**config.mk**
```make
export PLATFORM = sky130hd
export DESIGN_NAME = ezl_top
export DESIGN_NICKNAME = d
export VERILOG_FILES = /design/src/hw/ezl_pkg.sv /design/src/hw/ezl_top.sv /design/src/hw/ezl_xpair.sv
export VERILOG_INCLUDE_DIRS = /design/src /design/src/hw
export SDC_FILE = /design/constraint.sdc
export NUM_CORES = 1
export LEC_CHECK = 0
export BUFFER_PORTS_ARGS = -buffer_cell sky130_fd_sc_hd__buf_2
export CORE_MARGIN = 2
export CORE_UTILIZATION = 27
export DETAILED_ROUTE_END_ITERATION = 8
export GPL_TIMING_DRIVEN = 0
export PLACE_DENSITY_LB_ADDON = 0.25
export RECOVER_POWER = 25
export SLEW_MARGIN = 20
export SYNTH_ARGS = -nofsm -noshare
export SYNTH_HDL_FRONTEND = slang
export SYNTH_HIERARCHICAL = 1
export SYNTH_SLANG_ARGS = --single-unit
```
**constraint.sdc**
```tcl
create_clock -name mclk_i -period 14.8 [get_ports mclk_i]
set_input_delay 1.48 -clock mclk_i [delete_from_list [all_inputs] [get_ports mclk_i]]
set_output_delay 1.48 -clock mclk_i [all_outputs]
set_load 0.03 [all_outputs]
```
**src/hw/ezl_map.svh**
```systemverilog
// Constants for the exit error and cross-zone logic: sizes, timing and phase codes.
`ifndef EZL_MAP_SVH
`define EZL_MAP_SVH

`define EZL_NZONE          16
`define EZL_NPAIR          4
`define EZL_ZIDX_W         4
`define EZL_SEC_W          9
`define EZL_CLK_PERIOD_NS  4
`define EZL_TICK_PERIOD_NS 1000000000
`define EZL_SEC_PER_MIN    60
`define EZL_XZ_WINDOW_MIN  5
`define EZL_RECENT_MIN     5
`define EZL_EXIT_RESET_S   60
`define EZL_PHASE_IDLE     2'h0
`define EZL_PHASE_WINDOW   2'h1
`define EZL_PHASE_USED     2'h2

`endif

```
**src/hw/ezl_pkg.sv**
```systemverilog
// Types shared by the exit error and cross-zone logic.
`include "ezl_map.svh"
package ezl_pkg;
  typedef logic [`EZL_NZONE-1:0]            ezl_zmask_t;
  typedef logic [`EZL_SEC_W-1:0]            ezl_sec_t;
  typedef logic [`EZL_NPAIR-1:0]            ezl_pmask_t;
  typedef logic [`EZL_NPAIR*`EZL_ZIDX_W-1:0] ezl_pidx_t;
  typedef enum logic [2:0] {
    EZL_DISARMED,
    EZL_EXIT,
    EZL_EXIT_ERR,
    EZL_ARMED,
    EZL_ENTRY
  } ezl_state_t;
endpackage : ezl_pkg

```
**src/hw/ezl_top.sv**
```systemverilog
// Exit error, recent close, exit delay reset and cross-zone logic of one partition.
`timescale 1ns/1ps
`default_nettype none
`include "ezl_map.svh"
module ezl_top #(
  parameter int unsigned TICK_CYCLES = `EZL_TICK_PERIOD_NS / `EZL_CLK_PERIOD_NS
) (
  input  wire logic             mclk_i,
  input  wire logic             rst_i,
  input  wire logic             ce_i,
  input  wire logic             arm_i,
  input  wire logic             disarm_i,
  input  wire logic             exit_err_en_i,
  input  wire logic             exit_rst_en_i,
  input  wire logic             hs_format_i,
  input  wire ezl_pkg::ezl_sec_t   exit_delay_s_i,
  input  wire ezl_pkg::ezl_sec_t   entry_delay_s_i,
  input  wire ezl_pkg::ezl_zmask_t zone_fault_i,
  input  wire ezl_pkg::ezl_zmask_t zone_entry_i,
  input  wire ezl_pkg::ezl_zmask_t zone_interior_i,
  input  wire ezl_pkg::ezl_zmask_t zone_bypass_i,
  input  wire ezl_pkg::ezl_zmask_t zone_resp0_i,
  input  wire ezl_pkg::ezl_pmask_t xz_en_i,
  input  wire ezl_pkg::ezl_pidx_t  xz_first_i,
  input  wire ezl_pkg::ezl_pidx_t  xz_second_i,
  output logic                  armed_o,
  output logic                  exit_delay_o,
  output logic                  entry_delay_o,
  output logic                  sounder_o,
  output ezl_pkg::ezl_zmask_t   auto_bypass_o,
  output ezl_pkg::ezl_zmask_t   zone_alarm_o,
  output ezl_pkg::ezl_pmask_t   relay_fault_o,
  output ezl_pkg::ezl_pmask_t   relay_alarm_o,
  output logic                  rpt_exit_user_o,
  output logic                  rpt_exit_zone_o,
  output logic                  rpt_zone_alarm_o,
  output logic                  rpt_bypass_o,
  output logic                  rpt_recent_close_o
);
  import ezl_pkg::*;

  localparam int       TW        = (TICK_CYCLES > 1) ? $clog2(TICK_CYCLES) : 1;
  localparam ezl_sec_t RECENT_S  = ezl_sec_t'(`EZL_RECENT_MIN * `EZL_SEC_PER_MIN);
  localparam ezl_sec_t EXIT_RS_S = ezl_sec_t'(`EZL_EXIT_RESET_S);

  // ------------------------------------------------------------
  // Input synchronisers, edges and the seconds tick
  // ------------------------------------------------------------
  ezl_zmask_t    flt_s1_ff, flt_s2_ff, flt_d_ff;
  logic [TW-1:0] tick_cnt_ff;
  wire           tick = (tick_cnt_ff == TW'(TICK_CYCLES - 1));
  wire ezl_zmask_t rise = flt_s2_ff & ~flt_d_ff;

  always_ff @(posedge mclk_i) begin
    if (rst_i) begin
      flt_s1_ff   <= '0;
      flt_s2_ff   <= '0;
      flt_d_ff    <= '0;
      tick_cnt_ff <= '0;
    end else if (ce_i) begin
      flt_s1_ff   <= zone_fault_i;
      flt_s2_ff   <= flt_s1_ff;
      flt_d_ff    <= flt_s2_ff;
      tick_cnt_ff <= tick ? '0 : tick_cnt_ff + 1'b1;
    end
  end

  // ------------------------------------------------------------
  // Zone conditions
  // ------------------------------------------------------------
  ezl_state_t st_ff, nxt_st;
  ezl_sec_t   timer_ff, nxt_timer, rc_ff, nxt_rc;
  logic [1:0] phase_ff, nxt_phase;
  logic       door_seen_ff, nxt_door_seen;
  ezl_zmask_t auto_byp_ff, nxt_auto_byp, alarm_ff, alarm_v, xz_mask;
  logic       ent_to;
  logic [4:0] rpt_ff, nxt_rpt;

  wire ezl_zmask_t byp        = zone_bypass_i | auto_byp_ff;
  wire ezl_zmask_t live       = flt_s2_ff & ~byp;
  wire ezl_zmask_t err_zones  = live & (zone_entry_i | zone_interior_i);
  wire             door_fault = |(live & zone_entry_i);
  wire             int_fault  = |(live & zone_interior_i);
  wire             door_rise  = |(rise & ~byp & zone_entry_i);
  wire             timer_zero = (timer_ff == '0);
  wire             watching   = (st_ff == EZL_ARMED) || (st_ff == EZL_ENTRY);
  // Interior followers are quiet while the entry delay runs.
  wire ezl_zmask_t follow_mask = (st_ff == EZL_ENTRY) ? zone_interior_i : '0;
  wire ezl_zmask_t cand = rise & ~byp & ~zone_resp0_i & ~zone_entry_i & ~follow_mask & {`EZL_NZONE{watching}};

  // ------------------------------------------------------------
  // Cross-zone pairs
  // ------------------------------------------------------------
  ezl_pmask_t xp_act, xp_a, xp_b;

  for (genvar p = 0; p < `EZL_NPAIR; p++) begin : g_pair
    wire [`EZL_ZIDX_W-1:0] ia = xz_first_i[p*`EZL_ZIDX_W +: `EZL_ZIDX_W];
    wire [`EZL_ZIDX_W-1:0] ib = xz_second_i[p*`EZL_ZIDX_W +: `EZL_ZIDX_W];
    assign xp_act[p] = xz_en_i[p] & ~byp[ia] & ~byp[ib] & ~zone_resp0_i[ia] & ~zone_resp0_i[ib];
    assign relay_fault_o[p] = xz_en_i[p] & (flt_s2_ff[ia] | flt_s2_ff[ib]);
    ezl_xpair u_xpair (
      .mclk_i        (mclk_i),
      .rst_i         (rst_i),
      .ce_i          (ce_i),
      .tick_i        (tick),
      .active_i      (xp_act[p]),
      .fault_a_i     (flt_s2_ff[ia]),
      .fault_b_i     (flt_s2_ff[ib]),
      .rise_a_i      (cand[ia]),
      .rise_b_i      (cand[ib]),
      .alarm_a_o     (xp_a[p]),
      .alarm_b_o     (xp_b[p]),
      .relay_alarm_o (relay_alarm_o[p])
    );
  end

  always_comb begin
    xz_mask = '0;
    for (int p = 0; p < `EZL_NPAIR; p++) begin
      if (xp_act[p]) begin
        xz_mask[xz_first_i[p*`EZL_ZIDX_W +: `EZL_ZIDX_W]]  = 1'b1;
        xz_mask[xz_second_i[p*`EZL_ZIDX_W +: `EZL_ZIDX_W]] = 1'b1;
      end
    end
    alarm_v = (cand & ~xz_mask) | (ent_to ? (live & zone_entry_i) : '0);
    for (int p = 0; p < `EZL_NPAIR; p++) begin
      alarm_v[xz_first_i[p*`EZL_ZIDX_W +: `EZL_ZIDX_W]]  |= xp_a[p];
      alarm_v[xz_second_i[p*`EZL_ZIDX_W +: `EZL_ZIDX_W]] |= xp_b[p];
    end
  end

  // ------------------------------------------------------------
  // Arming sequence
  // ------------------------------------------------------------
  always_comb begin
    nxt_st        = st_ff;
    nxt_timer     = (tick && !timer_zero) ? timer_ff - 1'b1 : timer_ff;
    nxt_rc        = (tick && rc_ff != '0) ? rc_ff - 1'b1 : rc_ff;
    nxt_phase     = phase_ff;
    nxt_door_seen = door_seen_ff;
    nxt_auto_byp  = auto_byp_ff;
    nxt_rpt       = 5'h00;
    ent_to        = 1'b0;
    if (disarm_i) begin
      nxt_st       = EZL_DISARMED;
      nxt_timer    = '0;
      nxt_rc       = '0;
      nxt_phase    = `EZL_PHASE_IDLE;
      nxt_auto_byp = '0;
    end else begin
      unique case (st_ff)
        EZL_DISARMED: begin
          if (arm_i) begin
            nxt_st        = EZL_EXIT;
            nxt_timer     = exit_delay_s_i;
            nxt_rc        = RECENT_S;
            nxt_phase     = `EZL_PHASE_IDLE;
            nxt_door_seen = 1'b0;
          end
        end
        EZL_EXIT: begin
          if (door_fault) begin
            nxt_door_seen = 1'b1;
          end
          if (exit_rst_en_i && phase_ff == `EZL_PHASE_IDLE && door_seen_ff && !door_fault) begin
            nxt_timer = EXIT_RS_S;
            nxt_phase = `EZL_PHASE_WINDOW;
          end else if (phase_ff == `EZL_PHASE_WINDOW && door_rise) begin
            nxt_timer = exit_delay_s_i;
            nxt_phase = `EZL_PHASE_USED;
          end else if (timer_zero) begin
            if (exit_err_en_i && (door_fault || int_fault)) begin
              nxt_st    = EZL_EXIT_ERR;
              nxt_timer = entry_delay_s_i;
            end else if (door_fault || int_fault) begin
              nxt_st    = EZL_ENTRY;
              nxt_timer = entry_delay_s_i;
            end else begin
              nxt_st = EZL_ARMED;
            end
          end
        end
        EZL_EXIT_ERR: begin
          if (timer_zero) begin
            nxt_st       = EZL_ARMED;
            nxt_auto_byp = auto_byp_ff | err_zones;
            // Order: exit user, exit zone, zone alarm, bypass, recent close.
            nxt_rpt      = {!hs_format_i, !hs_format_i, hs_format_i, 1'b1, 1'b0};
          end
        end
        EZL_ARMED: begin
          if (door_rise) begin
            nxt_st    = EZL_ENTRY;
            nxt_timer = entry_delay_s_i;
          end
        end
        EZL_ENTRY: begin
          if (timer_zero) begin
            ent_to = 1'b1;
            nxt_st = EZL_ARMED;
          end
        end
      endcase
    end
    if (|alarm_v && rc_ff != '0) begin
      nxt_rpt[0] = 1'b1;
    end
  end

  always_ff @(posedge mclk_i) begin
    if (rst_i) begin
      st_ff        <= EZL_DISARMED;
      timer_ff     <= '0;
      rc_ff        <= '0;
      phase_ff     <= `EZL_PHASE_IDLE;
      door_seen_ff <= 1'b0;
      auto_byp_ff  <= '0;
      alarm_ff     <= '0;
      rpt_ff       <= 5'h00;
    end else if (ce_i) begin
      st_ff        <= nxt_st;
      timer_ff     <= nxt_timer;
      rc_ff        <= nxt_rc;
      phase_ff     <= nxt_phase;
      door_seen_ff <= nxt_door_seen;
      auto_byp_ff  <= nxt_auto_byp;
      alarm_ff     <= alarm_v;
      rpt_ff       <= nxt_rpt;
    end
  end

  // ------------------------------------------------------------
  // Outputs
  // ------------------------------------------------------------
  assign armed_o            = (st_ff == EZL_ARMED) || (st_ff == EZL_ENTRY);
  assign exit_delay_o       = (st_ff == EZL_EXIT);
  assign entry_delay_o      = (st_ff == EZL_ENTRY) || (st_ff == EZL_EXIT_ERR);
  assign sounder_o          = (st_ff == EZL_EXIT_ERR);
  assign auto_bypass_o      = auto_byp_ff;
  assign zone_alarm_o       = alarm_ff;
  assign rpt_exit_user_o    = rpt_ff[4];
  assign rpt_exit_zone_o    = rpt_ff[3];
  assign rpt_zone_alarm_o   = rpt_ff[2];
  assign rpt_bypass_o       = rpt_ff[1];
  assign rpt_recent_close_o = rpt_ff[0];
endmodule // ezl_top
`default_nettype wire

```
**src/hw/ezl_xpair.sv**
```systemverilog
// One cross-zone pair: qualification window, long-fault hold and pair relay.
`timescale 1ns/1ps
`default_nettype none
`include "ezl_map.svh"
module ezl_xpair (
  input  wire logic mclk_i,
  input  wire logic rst_i,
  input  wire logic ce_i,
  input  wire logic tick_i,
  input  wire logic active_i,
  input  wire logic fault_a_i,
  input  wire logic fault_b_i,
  input  wire logic rise_a_i,
  input  wire logic rise_b_i,
  output logic      alarm_a_o,
  output logic      alarm_b_o,
  output logic      relay_alarm_o
);
  import ezl_pkg::*;

  localparam ezl_sec_t WIN_S = ezl_sec_t'(`EZL_XZ_WINDOW_MIN * `EZL_SEC_PER_MIN);

  ezl_sec_t win_a_ff, win_b_ff, hold_a_ff, hold_b_ff;
  logic     pend_b_ff, relay_ff;
  wire      recent_a = (win_a_ff != '0) || (hold_a_ff == WIN_S);
  wire      recent_b = (win_b_ff != '0) || (hold_b_ff == WIN_S);
  wire      qual     = active_i & ((rise_a_i & (recent_b | rise_b_i)) | (rise_b_i & recent_a));
  wire      rly_set  = active_i ? qual : (rise_a_i | rise_b_i);

  // On an active pair the first zone alarms at once, the second one cycle later; otherwise each alarms at once on its own rise.
  assign alarm_a_o     = active_i ? qual : rise_a_i;
  assign alarm_b_o     = active_i ? pend_b_ff : rise_b_i;
  assign relay_alarm_o = relay_ff;

  wire ezl_sec_t nxt_win_a  = rise_a_i ? WIN_S : ((tick_i && win_a_ff != '0) ? win_a_ff - 1'b1 : win_a_ff);
  wire ezl_sec_t nxt_win_b  = rise_b_i ? WIN_S : ((tick_i && win_b_ff != '0) ? win_b_ff - 1'b1 : win_b_ff);
  wire ezl_sec_t nxt_hold_a = !fault_a_i ? '0 : ((tick_i && hold_a_ff != WIN_S) ? hold_a_ff + 1'b1 : hold_a_ff);
  wire ezl_sec_t nxt_hold_b = !fault_b_i ? '0 : ((tick_i && hold_b_ff != WIN_S) ? hold_b_ff + 1'b1 : hold_b_ff);
  // Relay stays on until both zones have restored.
  wire           nxt_relay  = rly_set | (relay_ff & (fault_a_i | fault_b_i));

  always_ff @(posedge mclk_i) begin
    if (rst_i) begin
      win_a_ff  <= '0;
      win_b_ff  <= '0;
      hold_a_ff <= '0;
      hold_b_ff <= '0;
      pend_b_ff <= 1'b0;
      relay_ff  <= 1'b0;
    end else if (ce_i) begin
      win_a_ff  <= nxt_win_a;
      win_b_ff  <= nxt_win_b;
      hold_a_ff <= nxt_hold_a;
      hold_b_ff <= nxt_hold_b;
      pend_b_ff <= qual;
      relay_ff  <= nxt_relay;
    end
  end
endmodule // ezl_xpair
`default_nettype wire

```
==> results <==
- The flow ran to the end, and the final reports show no timing, DRC or antenna violations.
- The detailed placement HPWL is 101 mm.
- After clock tree synthesis, the flow added hold-fix buffers numbering 0.
- The post-synthesis adder-cell area fraction is 0.0138.
- For the worst-skew pair, the clock arrives at the later sink with an insertion delay of 0.59 ns.
- The worst path arrival time is 12.66 ns.
- The first global-routing pass estimated 185 mm of wire.
- The ratio of cells with drive above 1 in the final layout is 0.123.
- The count of cells resized by post-cts repair is 0.
- In this run, the number of DRC markers left after iteration 0 of detailed routing was 3639.
- After detailed routing, the average wire length per cell comes to 27.4 µm.
- Entering global routing, the biggest net connects 19 pins.
- The number of buffers on the longest clock path is 3.
- The routed via count divided by cell count is 6.13.
- Of the post-synthesis cell area, the part taken by muxes is 0.104.
- Static timing analysis puts the maximum clock frequency at 0.0819 GHz.
- The share of flip-flops with an asynchronous set or reset after synthesis is 0.
- Of the total synthesized cell area, the portion taken by AND, OR, NAND and NOR gates is 0.304.
- The XOR/XNOR share of the synthesized area is 0.0305.
- The initial core utilization is 0.272.
- In this run the worst setup path begins at st_ff[2].
- For this run, the post-layout net count is 3608.
- The path type of the worst setup path is reg -> reg.
- The peak fanout along the critical path is 10.
- The number of standard cells after synthesis is 3217.
- For this design the ratio of total power to cell area is 79.2 nW/µm².
- The floorplan die height is 305 µm.
- The maximum VDD drop is 0.0000734 V.
- In this design, the stage delay of the slowest critical-path cell is 0.77 ns.
- The number of antenna violations at the first check in global routing came to 11.
- The final hold violation count is 0.
- In this run the tightest slew margin relative to its limit is 0.0579.
- The horizontal die dimension is 305 µm.
- The setup check on the worst reg-to-reg path leaves a slack of 2.59 ns.
- The total of flip-flops plus latches after synthesis is 288.
- The H-tree was split into 2 levels.
- Across every metal layer, demand over resource in global routing totals 0.265.
- After synthesis the cells add up to 24400 µm².
- The max-slew violation total from the final report came to 0.
- Dividing the final minimum period by the clock period gives 0.825.
- The length of the first detailed-routing pass in iterations is 6.
- In this run the core area contains 110 standard-cell rows.
- The dominant combinational cell family by area after synthesis is simple AND/OR/NAND/NOR gates.
- The clock tree from TritonCTS is yes.
- Counting cells, the worst reg-to-reg path comes to 36.
- The placeable core region is 89700 µm².
- The number of max-cap violations is 0.
- The remaining number of nets flagged by the antenna check after routing is 0.
- The required time at the worst-slack endpoint is 15.25 ns.
- The slew at the pin with the worst max-slew slack is 1.40 ns.
- The synthesized design contains 0 enable-type register cells.
- During placement, the flow inserted port buffers numbering 173.
- The nature of the critical path endpoint is a flip-flop.
- For this design, the slowest cell found on the critical path is a22oi_1.
- The minimum clock period after layout is 12.21 ns.
- The DRC violations left is 0.
- The core utilization of the finished layout is 0.314.
- Adding up every negative setup slack in the final design gives 0 ns.
- The kind of start point of the critical path is a flip-flop.
- The die area is 92800 µm².
- The net count after synthesis is 3386.
- The placer congestion estimate is 1.05.
- The detailed-route via count is 28500.
- The clock transition at the register clock pins on the worst setup and hold paths after CTS is 0.06 ns.
- The synthesized netlist contains 100 unique library cells.
- Of the synthesized area, sequential elements account for 0.236.
- The post-synthesis average cell area is 7.59 µm².
- The compound-cell area share of the yosys netlist is 0.264.
- The TritonCTS sink count is 288.
- Clock tree synthesis selected as its root buffer the cell clkbuf_16.
- The reg-to-reg startpoint is st_ff[2].
- The total global routing overflow is 0.
- The number of buffers inserted to repair setup after CTS is 0.
- The area share of the largest cell type after synthesis is 0.236.
- In this run the critical register-to-register path is captured at rpt_ff[0].
- Clock skew on the completed layout was measured at 0.0345 ns.
- The commonest cells after synthesis are nor2_1 (408), nand2_1 (297), dfxtp_1 (288).
- The end of the critical path is rpt_ff[0].
- The via count of the first global-routing pass is 26600.
- Setup repair after global routing left no endpoint under its margin.
- The min-delay analysis places its worst path in the category reg -> reg.
- The most frequently used cell type in the post-synthesis netlist is nor2_1.
- The analysis attributes to cell leakage a power of 0.00958 µW.
- The total I/O pin count is 191.
- The area growth from synthesis to layout is 15.5%.
- The Yosys step of the flow raised 6 warnings.
- Ranked by total cell area, the synthesized netlist is headed by dfxtp_1 (24%), nor2_1 (6.3%), mux4_2 (6.2%).
- For this block, the routed nets add up to 127 mm of wire.
- The predominant post-synthesis flop cell is dfxtp_1.
- The final setup violation count is 0.
- In this run, CTS created clock tree buffers numbering 38.
- The final total power is 2230 µW.
- The biggest area consumer among synthesized cells is dfxtp_1.
[sequential cells by signal, indices dropped and copies added, names as in the netlist, 16 cells and up]
signal	cells
g_pair.u_xpair/win_b_ff	36
auto_bypass_o	16
g_pair.u_xpair/win_a_ff	36
flt_s1_ff	16
zone_alarm_o	16
tick_cnt_ff	28
g_pair.u_xpair/hold_b_ff	36
flt_d_ff	16
flt_s2_ff	16
g_pair.u_xpair/hold_a_ff	36
[cell type report]
cell class	instances	area, µm²
multi-input combinational	2640	17600
clock buffer	49	1060
buffer	199	826
tap	1176	1470
clock inverter	18	269
antenna	2	5.00
fill	9924	61500
inverter	90	338
sequential	288	5770
timing repair buffer	182	882
[cell families (layout without fill, tap and decap cells)]
group,after synthesis,in the layout
simple gates,1437,1437
compound gates,923,923
flops,288,288
buf+inv,289,538
xor+xnor,85,85
other cells,0,2
mux,168,168
fa+ha+maj,27,27
[how the worst min path moves through the flow]
stage | startpoint | end | slack (ns) | cells past startpoint
3_3_place_gp | g_pair[3].u_xpair/win_b_ff[8] | g_pair[3].u_xpair/win_b_ff[8] | 0.47 | 2
4_1_cts | door_seen_ff | door_seen_ff | 0.48 | 2
3_5_place_dp | door_seen_ff | door_seen_ff | 0.46 | 2
2_1_floorplan | g_pair[0].u_xpair/pend_b_ff | g_pair[0].u_xpair/pend_b_ff | 0.44 | 2
5_1_grt | door_seen_ff | door_seen_ff | 0.50 | 2
6_report | door_seen_ff | door_seen_ff | 0.47 | 2
[power by group]
part           internal [µW]  switching (µW)  total (µW)
combinational            126             325         451
sequential               787            12.6         800
clock                    600             383         983
[per-layer routing]
layer	share of wire	GRT usage
met1	0.42	0.354
met2	0.41	0.390
met3	0.10	0.0643
met4	0.064	0.145
met5	0.0020	0
[critical path: cells and delay by family (launching register included)]
family	cells	cell delay (ns)
simple gates	11	2.86
buf+inv	4	1.80
compound gates	21	7.10
flops	1	0.30
[layout by cell type (no fill, tap or decap), types with 17 or more instances in the layout]
master and instances:
nor3b_1 26, nor2_1 407, nand4_1 37, dfxtp_1 288, or3_1 54, nand2_1 297
a22oi_1 28, o2111ai_1 36, a21oi_1 225, nor4_1 48, o22ai_1 43, clkbuf_1 184
o21ai_0 156, and2_1 30, a221oi_1 23, mux2i_1 88, and3_1 24, buf_1 26
a211oi_1 43, nor2b_1 40, buf_2 159, a31oi_1 54, nor4b_1 17, nand3_1 137
clkbuf_16 38, nand3b_1 17, o31ai_1 22, or2_2 27, nand2b_1 50, a2111oi_0 23
o211ai_1 45, xnor2_1 44, nor3_1 105, ha_1 27, inv_1 88, xor2_1 41
a2111o_1 28, o21a_1 19, mux4_2 67
[through the flow]
step | setup WS (ns) | instance area [µm²] | hold WS, ns | cells
finish | 2.59 | 28200 | 0.473 | 4644
floorplan | 5.53 | 24400 | 0.444 | 3217
global placement | 1.51 | 26700 | 0.466 | 4566
CTS | 3.06 | 28200 | 0.476 | 4642
detailed placement | 2.82 | 26900 | 0.462 | 4575
global route | 2.09 | 28200 | 0.503 | 4642
No activity file was read; power rests on OpenSTA's default activity.
